## src/sfr_bank_pkg.sv

```systemverilog
// Constants, field positions and state layout of the special register bank.
// Assumes a 4-bit core that reaches the bank through a nibble-wide port.
package sfr_bank_pkg;

    // ------------------------------------------------------------------
    // Register addresses
    // ------------------------------------------------------------------
    localparam logic [4:0] ADDR_STATUS    = 5'h00;
    localparam logic [4:0] ADDR_PORT_DIR  = 5'h02;
    localparam logic [4:0] ADDR_PORT_DATA = 5'h03;
    localparam logic [4:0] ADDR_SCRATCH_A = 5'h07;
    localparam logic [4:0] ADDR_SMP_LOW   = 5'h08;
    localparam logic [4:0] ADDR_AUD_CTRL  = 5'h09;
    localparam logic [4:0] ADDR_SMP_MID   = 5'h0A;
    localparam logic [4:0] ADDR_SMP_TOP   = 5'h0B;
    localparam logic [4:0] ADDR_SCRATCH_B = 5'h0F;
    localparam logic [4:0] ADDR_FMT_CTRL  = 5'h11;
    localparam logic [4:0] ADDR_ROM_A0    = 5'h18;
    localparam logic [4:0] ADDR_ROM_A1    = 5'h19;
    localparam logic [4:0] ADDR_ROM_A2    = 5'h1A;
    localparam logic [4:0] ADDR_ROM_A3    = 5'h1B;
    localparam logic [4:0] ADDR_ROM_DLOW  = 5'h1C;
    localparam logic [4:0] ADDR_ROM_DHIGH = 5'h1D;
    localparam logic [4:0] ADDR_BITOP_MAX = 5'h0F;

    // ------------------------------------------------------------------
    // Field positions
    // ------------------------------------------------------------------
    localparam int BIT_ZERO   = 0;
    localparam int BIT_CARRY  = 1;
    localparam int BIT_IRQ    = 2;
    localparam int BIT_PIN0   = 0;
    localparam int BIT_PIN3   = 3;
    localparam int BIT_AUD_EN = 0;
    localparam int BIT_GIE    = 1;
    localparam int BIT_TWOS   = 1;
    localparam int BIT_HYST   = 2;

    // ------------------------------------------------------------------
    // Reset values and widths
    // ------------------------------------------------------------------
    localparam logic [3:0]  NIB_RESET  = 4'h0;
    localparam logic [3:0]  NIB_ZERO   = 4'h0;
    localparam logic [11:0] SMP_ZERO   = 12'h000;
    localparam int          SMP_W      = 12;

    // Sample resolution selected by the option straps
    typedef enum logic [2:0] {
        RES_8  = 3'b001,
        RES_10 = 3'b010,
        RES_12 = 3'b100
    } res_mode_t;

    // Core access to the bank
    typedef struct packed {
        logic [4:0] addr;
        logic       rd;
        logic       wr;
        logic [3:0] wdata;
        logic       bit_op;
        logic       bit_val;
        logic [1:0] bit_idx;
        logic       bit_indirect;
    } sfr_req_t;

    // Whole state of the bank
    typedef struct packed {
        logic [1:0]        pin0_sync;
        logic [1:0]        pin3_sync;
        logic [3:0]        status;
        logic [3:0]        port_dir;
        logic [3:0]        port_out;
        logic [3:0]        scratch_a;
        logic [3:0]        scratch_b;
        logic [3:0]        smp_low;
        logic [3:0]        smp_mid;
        logic [3:0]        smp_top;
        logic [3:0]        aud_ctrl;
        logic [3:0]        fmt_ctrl;
        logic [15:0]       rom_addr;
        logic [3:0]        rd_data;
        logic [SMP_W-1:0]  sample;
        logic              wdog_kick;
    } state_t;

endpackage

```

## src/speech_mcu_sfr_bank.sv

```systemverilog
// Special function register bank, nibbles 00H to 1FH, of a 4-bit speech core.
// Assumes the core drives one access per cycle and computes ALU flag results
// itself; pins arrive asynchronously, options and ROM data on clk.
//
// Summary of operation
// - Every register except 08H, 0AH and 0BH, which read 0000, serves as operand of load, arithmetic, logic and rotate ops.
// - Direct bit set/clear works only at 00H-0FH; higher needs indirect.
// - Status: bit2 audio irq flag, bit1 carry, bit0 zero, bit3 reserved.
// - Direction bits 3 and 0: 1 output, 0 input; reset 0000.
// - Port data read gives pin levels; write loads output latches.
// - 07H and 0FH are plain scratch nibbles.
// - 10-bit mode: 08H bits 3:2 are sample bits 1:0.
// - 12-bit mode: 08H is sample bits 3:0.
// - 0AH gives sample bits 3:0, 5:2 or 7:4 by mode.
// - 0BH gives sample bits 7:4, 9:6 or 11:8 by mode.
// - Bit 3 of 0BH is the sample sign, 1 negative.
// - 09H bit0 enables audio output, resets 0; bits 3:2 reserved.
// - 09H bit1 is global interrupt enable gating requests.
// - 11H bit1 picks two's complement or sign-magnitude; reset 0000.
// - 11H bit2 enables hysteresis on both pin inputs.
// - 18H-1BH form the 16-bit data ROM address, 18H lowest.
// - 1CH reads ROM byte low nibble, 1DH the high nibble.
// - Write to 1DH restarts watchdog when the watchdog option is on.
`timescale 1ns/1ps

module speech_mcu_sfr_bank (
    input  wire logic                      clk,
    input  wire logic                      rst_n,
    input  wire sfr_bank_pkg::sfr_req_t    req,
    input  wire logic                      flag_upd,
    input  wire logic                      carry_in,
    input  wire logic                      zero_in,
    input  wire logic                      audio_event,
    input  wire logic                      irq_taken,
    input  wire logic                      irq_return,
    input  wire logic                      ten_bit_option,
    input  wire logic                      twelve_bit_option,
    input  wire logic                      wdog_option,
    input  wire logic [7:0]                rom_data,
    input  wire logic                      port_pin_zero_in,
    input  wire logic                      port_pin_three_in,
    output logic [3:0]                     rd_data,
    output logic                           carry_flag,
    output logic                           zero_flag,
    output logic                           irq_request,
    output logic                           audio_out_enable,
    output logic                           twos_complement_select,
    output logic                           hysteresis_input_enable,
    output logic [sfr_bank_pkg::SMP_W-1:0] sample_word,
    output logic                           sample_sign_bit,
    output logic [15:0]                    rom_addr,
    output logic                           wdog_kick,
    output logic                           port_pin_zero_out,
    output logic                           port_pin_zero_oe,
    output logic                           port_pin_three_out,
    output logic                           port_pin_three_oe
);
    import sfr_bank_pkg::*;

    // ------------------------------------------------------------------
    // Reset release
    // ------------------------------------------------------------------
    logic [1:0] rst_sync_ff;
    logic       srst_n;

    // Asserts at once, releases after two edges
    always_ff @(posedge clk or negedge rst_n) begin
        if (!rst_n) begin
            rst_sync_ff <= 2'b00;
        end else begin
            rst_sync_ff <= {rst_sync_ff[0], 1'b1};
        end
    end
    assign srst_n = rst_sync_ff[1];

    // ------------------------------------------------------------------
    // State
    // ------------------------------------------------------------------
    state_t    st_ff;
    state_t    nxt_st;
    res_mode_t res_mode;
    logic [3:0] cur_val;
    logic [3:0] wr_val;
    logic       wr_en;
    logic       bit_ok;
    logic [3:0] pin_nib;

    // Resolution from the option straps
    always_comb begin
        if (twelve_bit_option) begin
            res_mode = RES_12;
        end else if (ten_bit_option) begin
            res_mode = RES_10;
        end else begin
            res_mode = RES_8;
        end
    end

    // Pin levels as the port data nibble sees them
    always_comb begin
        pin_nib           = NIB_ZERO;
        pin_nib[BIT_PIN0] = st_ff.pin0_sync[1];
        pin_nib[BIT_PIN3] = st_ff.pin3_sync[1];
    end

    // Read value of the addressed nibble, used by reads and bit ops
    always_comb begin
        unique case (req.addr)
            ADDR_STATUS:    cur_val = st_ff.status;
            ADDR_PORT_DIR:  cur_val = st_ff.port_dir;
            ADDR_PORT_DATA: cur_val = pin_nib;
            ADDR_SCRATCH_A: cur_val = st_ff.scratch_a;
            ADDR_AUD_CTRL:  cur_val = st_ff.aud_ctrl;
            ADDR_SCRATCH_B: cur_val = st_ff.scratch_b;
            ADDR_FMT_CTRL:  cur_val = st_ff.fmt_ctrl;
            ADDR_ROM_A0:    cur_val = st_ff.rom_addr[3:0];
            ADDR_ROM_A1:    cur_val = st_ff.rom_addr[7:4];
            ADDR_ROM_A2:    cur_val = st_ff.rom_addr[11:8];
            ADDR_ROM_A3:    cur_val = st_ff.rom_addr[15:12];
            ADDR_ROM_DLOW:  cur_val = rom_data[3:0];
            ADDR_ROM_DHIGH: cur_val = rom_data[7:4];
            default:        cur_val = NIB_ZERO;
        endcase
    end

    // Plain writes, or read-modify-write for a single-bit op
    always_comb begin
        bit_ok = req.bit_indirect || (req.addr <= ADDR_BITOP_MAX);
        wr_val = req.wdata;
        wr_en  = req.wr;
        if (req.bit_op) begin
            wr_val               = cur_val;
            wr_val[req.bit_idx]  = req.bit_val;
            wr_en                = bit_ok;
        end
    end

    // Next state
    always_comb begin
        nxt_st           = st_ff;
        nxt_st.pin0_sync = {st_ff.pin0_sync[0], port_pin_zero_in};
        nxt_st.pin3_sync = {st_ff.pin3_sync[0], port_pin_three_in};
        nxt_st.wdog_kick = 1'b0;

        // Read data latched on a read strobe
        if (req.rd) begin
            nxt_st.rd_data = cur_val;
        end

        // Register writes
        if (wr_en) begin
            unique case (req.addr)
                ADDR_STATUS: begin
                    nxt_st.status[BIT_IRQ]   = wr_val[BIT_IRQ];
                    nxt_st.status[BIT_CARRY] = wr_val[BIT_CARRY];
                    nxt_st.status[BIT_ZERO]  = wr_val[BIT_ZERO];
                end
                ADDR_PORT_DIR: begin
                    nxt_st.port_dir[BIT_PIN0] = wr_val[BIT_PIN0];
                    nxt_st.port_dir[BIT_PIN3] = wr_val[BIT_PIN3];
                end
                ADDR_PORT_DATA: begin
                    nxt_st.port_out[BIT_PIN0] = wr_val[BIT_PIN0];
                    nxt_st.port_out[BIT_PIN3] = wr_val[BIT_PIN3];
                end
                ADDR_SCRATCH_A: nxt_st.scratch_a = wr_val;
                ADDR_SCRATCH_B: nxt_st.scratch_b = wr_val;
                ADDR_SMP_LOW:   nxt_st.smp_low   = wr_val;
                ADDR_SMP_MID:   nxt_st.smp_mid   = wr_val;
                ADDR_SMP_TOP:   nxt_st.smp_top   = wr_val;
                ADDR_AUD_CTRL: begin
                    nxt_st.aud_ctrl[BIT_AUD_EN] = wr_val[BIT_AUD_EN];
                    nxt_st.aud_ctrl[BIT_GIE]    = wr_val[BIT_GIE];
                end
                ADDR_FMT_CTRL: begin
                    nxt_st.fmt_ctrl[BIT_TWOS] = wr_val[BIT_TWOS];
                    nxt_st.fmt_ctrl[BIT_HYST] = wr_val[BIT_HYST];
                end
                ADDR_ROM_A0:    nxt_st.rom_addr[3:0]   = wr_val;
                ADDR_ROM_A1:    nxt_st.rom_addr[7:4]   = wr_val;
                ADDR_ROM_A2:    nxt_st.rom_addr[11:8]  = wr_val;
                ADDR_ROM_A3:    nxt_st.rom_addr[15:12] = wr_val;
                ADDR_ROM_DHIGH: nxt_st.wdog_kick = wdog_option;
                default: ;
            endcase
        end

        // Core flag results override a software write of the same cycle
        if (flag_upd) begin
            nxt_st.status[BIT_CARRY] = carry_in;
            nxt_st.status[BIT_ZERO]  = zero_in;
        end

        // Interrupt entry drops, return restores the global enable
        if (irq_taken) begin
            nxt_st.aud_ctrl[BIT_GIE] = 1'b0;
        end else if (irq_return) begin
            nxt_st.aud_ctrl[BIT_GIE] = 1'b1;
        end

        // Sample event sets the flag, winning over a clear; entry keeps it
        if (audio_event) begin
            nxt_st.status[BIT_IRQ] = 1'b1;
        end

        // Sample word assembled for the selected resolution
        nxt_st.sample = SMP_ZERO;
        unique case (res_mode)
            RES_8:  nxt_st.sample[7:0]  = {nxt_st.smp_top, nxt_st.smp_mid};
            RES_10: nxt_st.sample[9:0]  = {nxt_st.smp_top, nxt_st.smp_mid,
                                           nxt_st.smp_low[3:2]};
            RES_12: nxt_st.sample[11:0] = {nxt_st.smp_top, nxt_st.smp_mid,
                                           nxt_st.smp_low};
        endcase
    end

    // State register
    always_ff @(posedge clk or negedge srst_n) begin
        if (!srst_n) begin
            st_ff <= '0;
        end else begin
            st_ff <= nxt_st;
        end
    end

    // ------------------------------------------------------------------
    // Outputs
    // ------------------------------------------------------------------
    assign rd_data                 = st_ff.rd_data;
    assign carry_flag              = st_ff.status[BIT_CARRY];
    assign zero_flag               = st_ff.status[BIT_ZERO];
    assign irq_request             = st_ff.status[BIT_IRQ] & st_ff.aud_ctrl[BIT_GIE];
    assign audio_out_enable        = st_ff.aud_ctrl[BIT_AUD_EN];
    assign twos_complement_select  = st_ff.fmt_ctrl[BIT_TWOS];
    assign hysteresis_input_enable = st_ff.fmt_ctrl[BIT_HYST];
    assign sample_word             = st_ff.sample;
    assign sample_sign_bit         = st_ff.smp_top[3];
    assign rom_addr                = st_ff.rom_addr;
    assign wdog_kick               = st_ff.wdog_kick;
    assign port_pin_zero_out       = st_ff.port_out[BIT_PIN0];
    assign port_pin_zero_oe        = st_ff.port_dir[BIT_PIN0];
    assign port_pin_three_out      = st_ff.port_out[BIT_PIN3];
    assign port_pin_three_oe       = st_ff.port_dir[BIT_PIN3];
endmodule

```

## config.mk

```make
export PLATFORM = sky130hd
export DESIGN_NAME = speech_mcu_sfr_bank
export DESIGN_NICKNAME = d
export VERILOG_FILES = /design/src/sfr_bank_pkg.sv /design/src/speech_mcu_sfr_bank.sv
export SDC_FILE = /design/constraint.sdc
export NUM_CORES = 1
export LEC_CHECK = 0
export BUFFER_PORTS_ARGS = -buffer_cell sky130_fd_sc_hd__clkbuf_2
export CAP_MARGIN = 40
export CORE_ASPECT_RATIO = 1.25
export CORE_MARGIN = 10
export CORE_UTILIZATION = 43
export DETAILED_ROUTE_END_ITERATION = 12
export PLACE_DENSITY = 0.66
export SLEW_MARGIN = 20
export SYNTH_ARGS = -nofsm -noshare
export SYNTH_HDL_FRONTEND = slang
export SYNTH_SLANG_ARGS = --single-unit
```

## constraint.sdc

```tcl
create_clock -name clk -period 2.5 [get_ports clk]
set_input_delay 0 -clock clk [delete_from_list [all_inputs] [get_ports clk]]
set_output_delay 0 -clock clk [all_outputs]
set_load 0.01 [all_outputs]
```

==> results.cfg, run 1 <==
[outcome]
outcome = finished, final reports clean

[synth]
synth_area_um2 = 3640
yosys-top-cells-area = sky130_fd_sc_hd__dfrtp_1, sky130_fd_sc_hd__mux2_2, sky130_fd_sc_hd__buf_4
ys_ff_latch = 70
synth_ff_type = sky130_fd_sc_hd__dfrtp_1
mapped_avg_cell_area_um2 = 10.4
synth.lib_cells_used.distinct = 50
synth_enable_flop_cells = 0
synth_async_sr_flop_share_pct = 100
synth_top_cell_area_share_pct = 48.1
synth_seq_area_share_pct = 48.1
yosys_warnings = 0
post-synth-top-area-cell = sky130_fd_sc_hd__dfrtp_1
syn-instance-count = 350
postSynthNetCount = 387

[drt]
drcViolationCount = 0
detailedRoute.firstPassIterationCount = 4
drtAntennaViolNets = 0
top_layer = met4
met3_wirelength_um = 589
met2RoutedLength_um = 5080
wl_per_cell_um = 19.1
drt-vias-per-instance = 5.51
wl_um = 9930
wirelength_met1_um = 3990
initialDrtViolationCount = 107
via_count = 2864

[finish]
fill_cells = 800
flow.area_growth_from_synthesis_pct = 17.5
n_antenna_cell = 0
drive_above_1_share_pct = 33.1
layout.nets = 456

[floorplan]
design.core.area_um2 = 8240
io_pins = 81
die-width_um = 102
die_area_um2 = 12600
start_util_pct = 44.2
floorplan.die.height_um = 123
num_rows = 37

[grt]
number_of_global_route_vias_before_repair = 3114
track_usage_pct = 16.7
grt_antenna_before_repair = 0
gr_overflow_total = 0
wire_length_of_the_first_global_routing_pass_um = 16200
grt_max_degree = 43

[cts]
clock_latency_ps = 350
clock_tree_from_tritoncts = built
clock_buffer_count_from_cts = 9
cts.root.buffer_cell = sky130_fd_sc_hd__clkbuf_8
postCtsSetupRepairBufs = 0
tritoncts_num_sinks = 70
clock_path_buffers = 2
cts.clk_slew.worst_paths_ps = 70
cts.htree.levels = 3

[placement]
placement.io_buffers = 80
place.gp.congestion = 0.868
detailed_place_hpwl_um = 7590

[sta]
unrepaired_setup_endpoints_after_global_routing = false
timing.final.setup_violations = 0
max_freq_mhz = 416
tightestPinTransition_ps = 701
totalNegativeSetupSlack_ps = 0
timing.slew.headroom_pct = 52.9
fin_crit_ps = 2400
timing.final.max_slew_violations = 0
final.setup_skew_ps = 8.82
final_hold_vio_count = 0
period_share_pct = 96.0

[setup_path]
ff2ff_setup_slack_ps = 100
setup.worst_path.end_class = register
worst_r2r_endpoint = st_ff[38]$_DFFE_PN0P_
cp_data_arrival_time_ps = 2640
crit-reg2reg-launch = rom_addr[5]$_DFFE_PN0P_
worstSetupStartpointType = register
critical_path_class = register to register
worst-r2r-cell-count = 7
cp_max_fo = 10
crit_required_ps = 2740

[worst_hold_path]
whs_path_depth = 4
min_to = rd_data[1]$_DFFE_PN0P_
worstHoldStart = rom_data[1]
worstHoldPathType = input port to register

[job]
drv.max_cap_violation_count = 0

[power_and_ir_drop]
max-vdd-ir-drop_mv = 0.494
pwr_density_cell_nw_per_um2 = 735
p_leak_nw = 2.04
p_total_mw = 3.15
logic make-up (layout without fill, tap and decap cells):
kind of cell | Yosys count | after routing | synth area share (%)
muxes | 41 | 41 | 13.3
AOI/OAI and AO/OA | 63 | 63 | 12.4
buffers and inverters | 50 | 123 | 9.10
and+or+nand+nor | 125 | 125 | 17.1
DFF | 70 | 70 | 48.1
other | 1 | 1 | 0.103
registers in the layout, indices dropped and copies added, names as in the netlist:
register / flops
st_ff: 21
rom_addr: 16
sample_word: 12
rd_data: 4
nxt_st: 2
pin_nib: 2
rst_sync_ff: 2
audio_out_enable: 1
carry_flag: 1
hysteresis_input_enable: 1
port_pin_three_oe: 1
port_pin_three_out: 1
port_pin_zero_oe: 1
port_pin_zero_out: 1
sample_sign_bit: 1
twos_complement_select: 1
wdog_kick: 1
zero_flag: 1
critical path, cell delays in order, from the launching register on:
cell and delay (ps):
sky130_fd_sc_hd__dfrtp_1 400, sky130_fd_sc_hd__mux2i_1 150, sky130_fd_sc_hd__o22ai_1 120, sky130_fd_sc_hd__a221o_1 300, sky130_fd_sc_hd__o31a_1 440, sky130_fd_sc_hd__nor3_1 240, sky130_fd_sc_hd__a211oi_1 70, sky130_fd_sc_hd__dlygate4sd3_1 560
cells in the final DEF, fill, tap and decap left out, drive strengths merged, types with 2 or more instances in the layout:
cell type    instances
nor4                 4
a21oi               10
a221o                9
mux4                 3
dlygate4sd3         15
a21boi               4
nand2               21
or2                  2
nand3b               2
nand4                3
nand2b               4
o21bai               2
and3b                2
nor2                38
nor3                11
dfrtp               70
o21a                 2
clkbuf              94
nor2b                5
a31oi               10
o21ai                8
o31a                 2
inv                  4
o31ai                3
mux2i               10
nand3               20
o22a                 2
and2                 5
buf                  9
a22o                 3
o22ai                3
mux2                28
cell type report:
cell class                      count  area [um^2]  share of cell area (%)
Inverter                            4         15.0                   0.351
Sequential cell                    70         1750                    40.9
Timing Repair Buffer              104          631                    14.7
Tap cell                           97          121                    2.83
Clock inverter                      1         30.0                   0.701
Clock buffer                       14          163                    3.80
Multi-Input combinational cell    230         1570                    36.7
Yosys cell counts (3+ instances only):
cell,number
sky130_fd_sc_hd__o31ai_1,3
sky130_fd_sc_hd__mux2_2,28
sky130_fd_sc_hd__a31oi_1,10
sky130_fd_sc_hd__and2_1,4
sky130_fd_sc_hd__nand2b_1,4
sky130_fd_sc_hd__o22ai_1,3
sky130_fd_sc_hd__mux2i_1,10
sky130_fd_sc_hd__inv_1,4
sky130_fd_sc_hd__nor2b_1,5
sky130_fd_sc_hd__a21oi_1,10
sky130_fd_sc_hd__buf_1,3
sky130_fd_sc_hd__a221o_1,9
sky130_fd_sc_hd__nand2_1,21
sky130_fd_sc_hd__nand3_1,20
sky130_fd_sc_hd__dfrtp_1,70
sky130_fd_sc_hd__a22o_1,3
sky130_fd_sc_hd__buf_4,33
sky130_fd_sc_hd__nand4_1,3
sky130_fd_sc_hd__o21ai_0,8
sky130_fd_sc_hd__a21boi_0,4
sky130_fd_sc_hd__nor4_1,4
sky130_fd_sc_hd__clkbuf_1,4
sky130_fd_sc_hd__buf_2,4
sky130_fd_sc_hd__nor2_1,38
sky130_fd_sc_hd__nor3_1,11
sky130_fd_sc_hd__mux4_2,3
report_power, final:
| group | switching, mW | internal (mW) |
|---|---|---|
| Combinational | 0.396 | 0.353 |
| Sequential | 0.131 | 1.35 |
| Clock | 0.405 | 0.512 |
metal layers:
metal,up-vias,track usage (%)
li1,1373,-
met1,1390,18.7
met2,86,28.7
met3,15,5.13
met4,0,6.89
met5,-,0
what timing repair did:
item                       in CTS  in global routing
hold buffers                   15                  0
hold endpoints to repair       12                  0
setup endpoints to repair       0                  1
resized for setup               0                  2
stage by stage:
stage	cells	hold slack (ps)	util, %	instance area (um^2)	worst slack [ps]
global route	520	127	52.0	4280	8.13
global placement	490	-215	47.7	3930	311
detailed placement	490	-212	47.7	3930	277
finish	520	100	52.0	4280	98.8
CTS	520	104	51.9	4270	11.1
floorplan	350	-296	-	3640	406
worst max path at each step:
stage               cells past startpoint  slack, ps                      from                           end
floorplan                               0        410  rst_sync_ff[1]$_DFF_PN0_  audio_out_enable$_DFFE_PN0P_
global placement                        7        310                   req[11]      sample_word[1]$_DFF_PN0_
detailed placement                      7        280                   req[11]      sample_word[1]$_DFF_PN0_
CTS                                     7         10   rom_addr[0]$_DFFE_PN0P_         zero_flag$_DFFE_PN0P_
global route                            7          8   rom_addr[5]$_DFFE_PN0P_         st_ff[38]$_DFFE_PN0P_
finish                                  7        100   rom_addr[5]$_DFFE_PN0P_         st_ff[38]$_DFFE_PN0P_
Power figures use the tool's default switching activity.
==> run 2: changes to the inputs <==
--- a/config.mk
+++ b/config.mk
@@ -12,6 +12,7 @@
 export CORE_UTILIZATION = 43
 export DETAILED_ROUTE_END_ITERATION = 12
 export PLACE_DENSITY = 0.66
+export RECOVER_POWER = 25
 export SLEW_MARGIN = 20
 export SYNTH_ARGS = -nofsm -noshare
 export SYNTH_HDL_FRONTEND = slang
==> constraint.sdc (replaced) <==
create_clock -name clk -period 2.8 [get_ports clk]
set_input_delay 0 -clock clk [delete_from_list [all_inputs] [get_ports clk]]
set_output_delay 0 -clock clk [all_outputs]
set_load 0.01 [all_outputs]
==> run 2 against run 1 <==
The run now ends with capacitance limit, slew limit left. Wire length shrank 2.5%. Sequential power shrank 11%. Register-to-register slack gained 300 ps. Critical path depth is the same. Via count grew 0.94%. Largest power group unchanged.
==> results.cfg, run 2 (synthesis gave the netlist of run 1 again) <==
[grt]
number_of_global_route_vias_before_repair = 3073
grt_antenna_before_repair = 0
wire_length_of_the_first_global_routing_pass_um = 15900
grt_max_degree = 69
gr_overflow_total = 0
track_usage_pct = 16.3

[cts]
clock_latency_ps = 350
clock_buffer_count_from_cts = 9
cts.clk_slew.worst_paths_ps = 80
clock_tree_from_tritoncts = built
clock_path_buffers = 2
cts.htree.levels = 3
tritoncts_num_sinks = 70
cts.root.buffer_cell = sky130_fd_sc_hd__clkbuf_8

[sta]
timing.slew.headroom_pct = -9.66
totalNegativeSetupSlack_ps = 0
final.setup_skew_ps = 9.83
period_share_pct = 85.8
timing.final.max_slew_violations = 69
max_freq_mhz = 416
final_hold_vio_count = 0
fin_crit_ps = 2400
tightestPinTransition_ps = 1640
timing.final.setup_violations = 0
worst_setup_slack_after_layout_ps = 396
unrepaired_setup_endpoints_after_global_routing = false

[drt]
drtAntennaViolNets = 0
via_count = 2891
wl_um = 9680
initialDrtViolationCount = 190
wl_per_cell_um = 18.8
drt-vias-per-instance = 5.60
drcViolationCount = 0
detailedRoute.firstPassIterationCount = 4

[finish]
largest-register = st_ff
n_antenna_cell = 0
flow.area_growth_from_synthesis_pct = 16.3
utilization_pct = 51.4
layout_common_cells = sky130_fd_sc_hd__clkbuf_2, sky130_fd_sc_hd__dfrtp_1, sky130_fd_sc_hd__nor2_1
drive_above_1_share_pct = 32.7
layout.nets = 451
largest_register_ff_count = 21
mostFrequentLayoutCell = sky130_fd_sc_hd__clkbuf_2

[power_and_ir_drop]
max-vdd-ir-drop_mv = 0.332
seq_power_share_pct = 46.3
pwr_density_cell_nw_per_um2 = 671
power_switching_mw = 0.848
share_comb_of_total_power_pct = 23.3
p_leak_nw = 2.02
power.switching_fraction_pct = 29.8
p_int_mw = 2.00
pwr-share-clk_pct = 30.4

[floorplan]
io_pins = 81
design.core.area_um2 = 8240
num_rows = 37
die-width_um = 102
die_area_um2 = 12600
start_util_pct = 44.2
floorplan.die.height_um = 123

[outcome]
violations = capacitance limit, slew limit
outcome = finished, violations left

[setup_path]
cp_data_arrival_time_ps = 2640
path_delay_family = compound AO/OA/AOI/OAI gates
critical_path_class = register to register
crit_buf_inv = 1
crit_required_ps = 3040
worstSetupStartpointType = register
slowest_stage = sky130_fd_sc_hd__dlygate4sd3_1
setup.worst_path.end_class = register
cp_max_fo = 10
slowest_delay_ps = 550
ff2ff_setup_slack_ps = 400
critical_path.cell_chain = mux2i_1, o22ai_1, a221o_1, o31a_1, nor3_1, a211oi_1, dlygate4sd3_1

[placement]
detailedPlace.worstSlack_ps = 542
place.gp.congestion = 0.911
detailed_place_hpwl_um = 7300
placement.io_buffers = 80

[job]
drv.max_cap_violation_count = 1

[worst_hold_path]
worstHoldPathType = input port to register
[run 2: cell types whose count changed in the layout (fill, tap and decap cells not counted)]
cell,delta
sky130_fd_sc_hd__dlygate4sd3_1,-1
sky130_fd_sc_hd__nor3_2,-1
sky130_fd_sc_hd__clkbuf_2,+1
sky130_fd_sc_hd__clkbuf_8,+1
sky130_fd_sc_hd__clkbuf_1,-2
sky130_fd_sc_hd__nor3_1,+1
sky130_fd_sc_hd__a21oi_1,+1
sky130_fd_sc_hd__buf_12,-1
sky130_fd_sc_hd__clkinvlp_4,+1
sky130_fd_sc_hd__buf_4,-5
sky130_fd_sc_hd__a21oi_2,-1
sky130_fd_sc_hd__clkbuf_4,+1
sky130_fd_sc_hd__clkinv_2,+1
[run 2: repair_timing]
action / in CTS / in global routing
hold buffers: 14 / 0
endpoints found under the hold margin: 12 / 0
setup buffers: 0 / 0
endpoints found under the setup margin: 0 / 0
resized for setup: 0 / 0
[run 2: worst reg2reg max path: cells and delay by family, from the launching register on]
kind	cells	cell delay [ps]
AOI/OAI and AO/OA	4	940
DFF	1	390
and+or+nand+nor	1	230
muxes	1	180
buffers and inverters	1	550
[run 2: power by group through the flow]
stage               clock (mW)  combinational [mW]  sequential (mW)
floorplan                    0               0.513             1.32
CTS                      0.882               0.676             1.32
detailed placement           0               0.659             1.33
global route             0.943               0.734             1.34
finish                   0.865               0.663             1.32
global placement             0               0.649             1.33
[run 2: layout make-up]
cell class | count | area [um^2]
Clock buffer | 13 | 169
Clock inverter | 3 | 42.5
Fill cell | 768 | 4000
Inverter | 4 | 15.0
Multi-Input combinational cell | 230 | 1560
Sequential cell | 70 | 1750
Tap cell | 97 | 121
Timing Repair Buffer | 99 | 576
[run 2: worst paths after layout]
| path | startpoint | to | cells past startpoint |
|---|---|---|---|
| worst max-delay path | st_ff[54]$_DFFE_PN0P_ | st_ff[38]$_DFFE_PN0P_ | 7 |
| worst min-delay path | flag_upd | zero_flag$_DFFE_PN0P_ | 3 |
| worst max register to register | st_ff[54]$_DFFE_PN0P_ | st_ff[38]$_DFFE_PN0P_ | 7 |
| worst min register to register | nxt_st[74]$_DFF_PN0_ | pin_nib[3]$_DFF_PN0_ | 0 |
| max in group asynchronous | rst_sync_ff[1]$_DFF_PN0_ | st_ff[46]$_DFF_PN0_ | 1 |
| min in group asynchronous | rst_n | rst_sync_ff[0]$_DFF_PN0_ | 3 |
[run 2: metal layers]
layer / track usage [%] / up-vias / wire [um]
met1: 18.9 / 1398 / 3960
li1: - / 1369 / -
met5: 0 / - / 0
met2: 26.7 / 97 / 4790
met3: 5.47 / 27 / 619
met4: 7.24 / 0 / 314
[run 2: stage by stage]
step | instances | total power, mW | hold WS [ps] | area [um^2]
6_report | 516 | 2.84 | 5.95 | 4240
4_1_cts | 515 | 2.87 | 8.15 | 4250
5_1_grt | 516 | 3.02 | 21.4 | 4240
2_1_floorplan | 350 | 1.84 | -296 | 3640
3_3_place_gp | 485 | 1.98 | -214 | 3890
3_5_place_dp | 485 | 1.99 | -214 | 3890
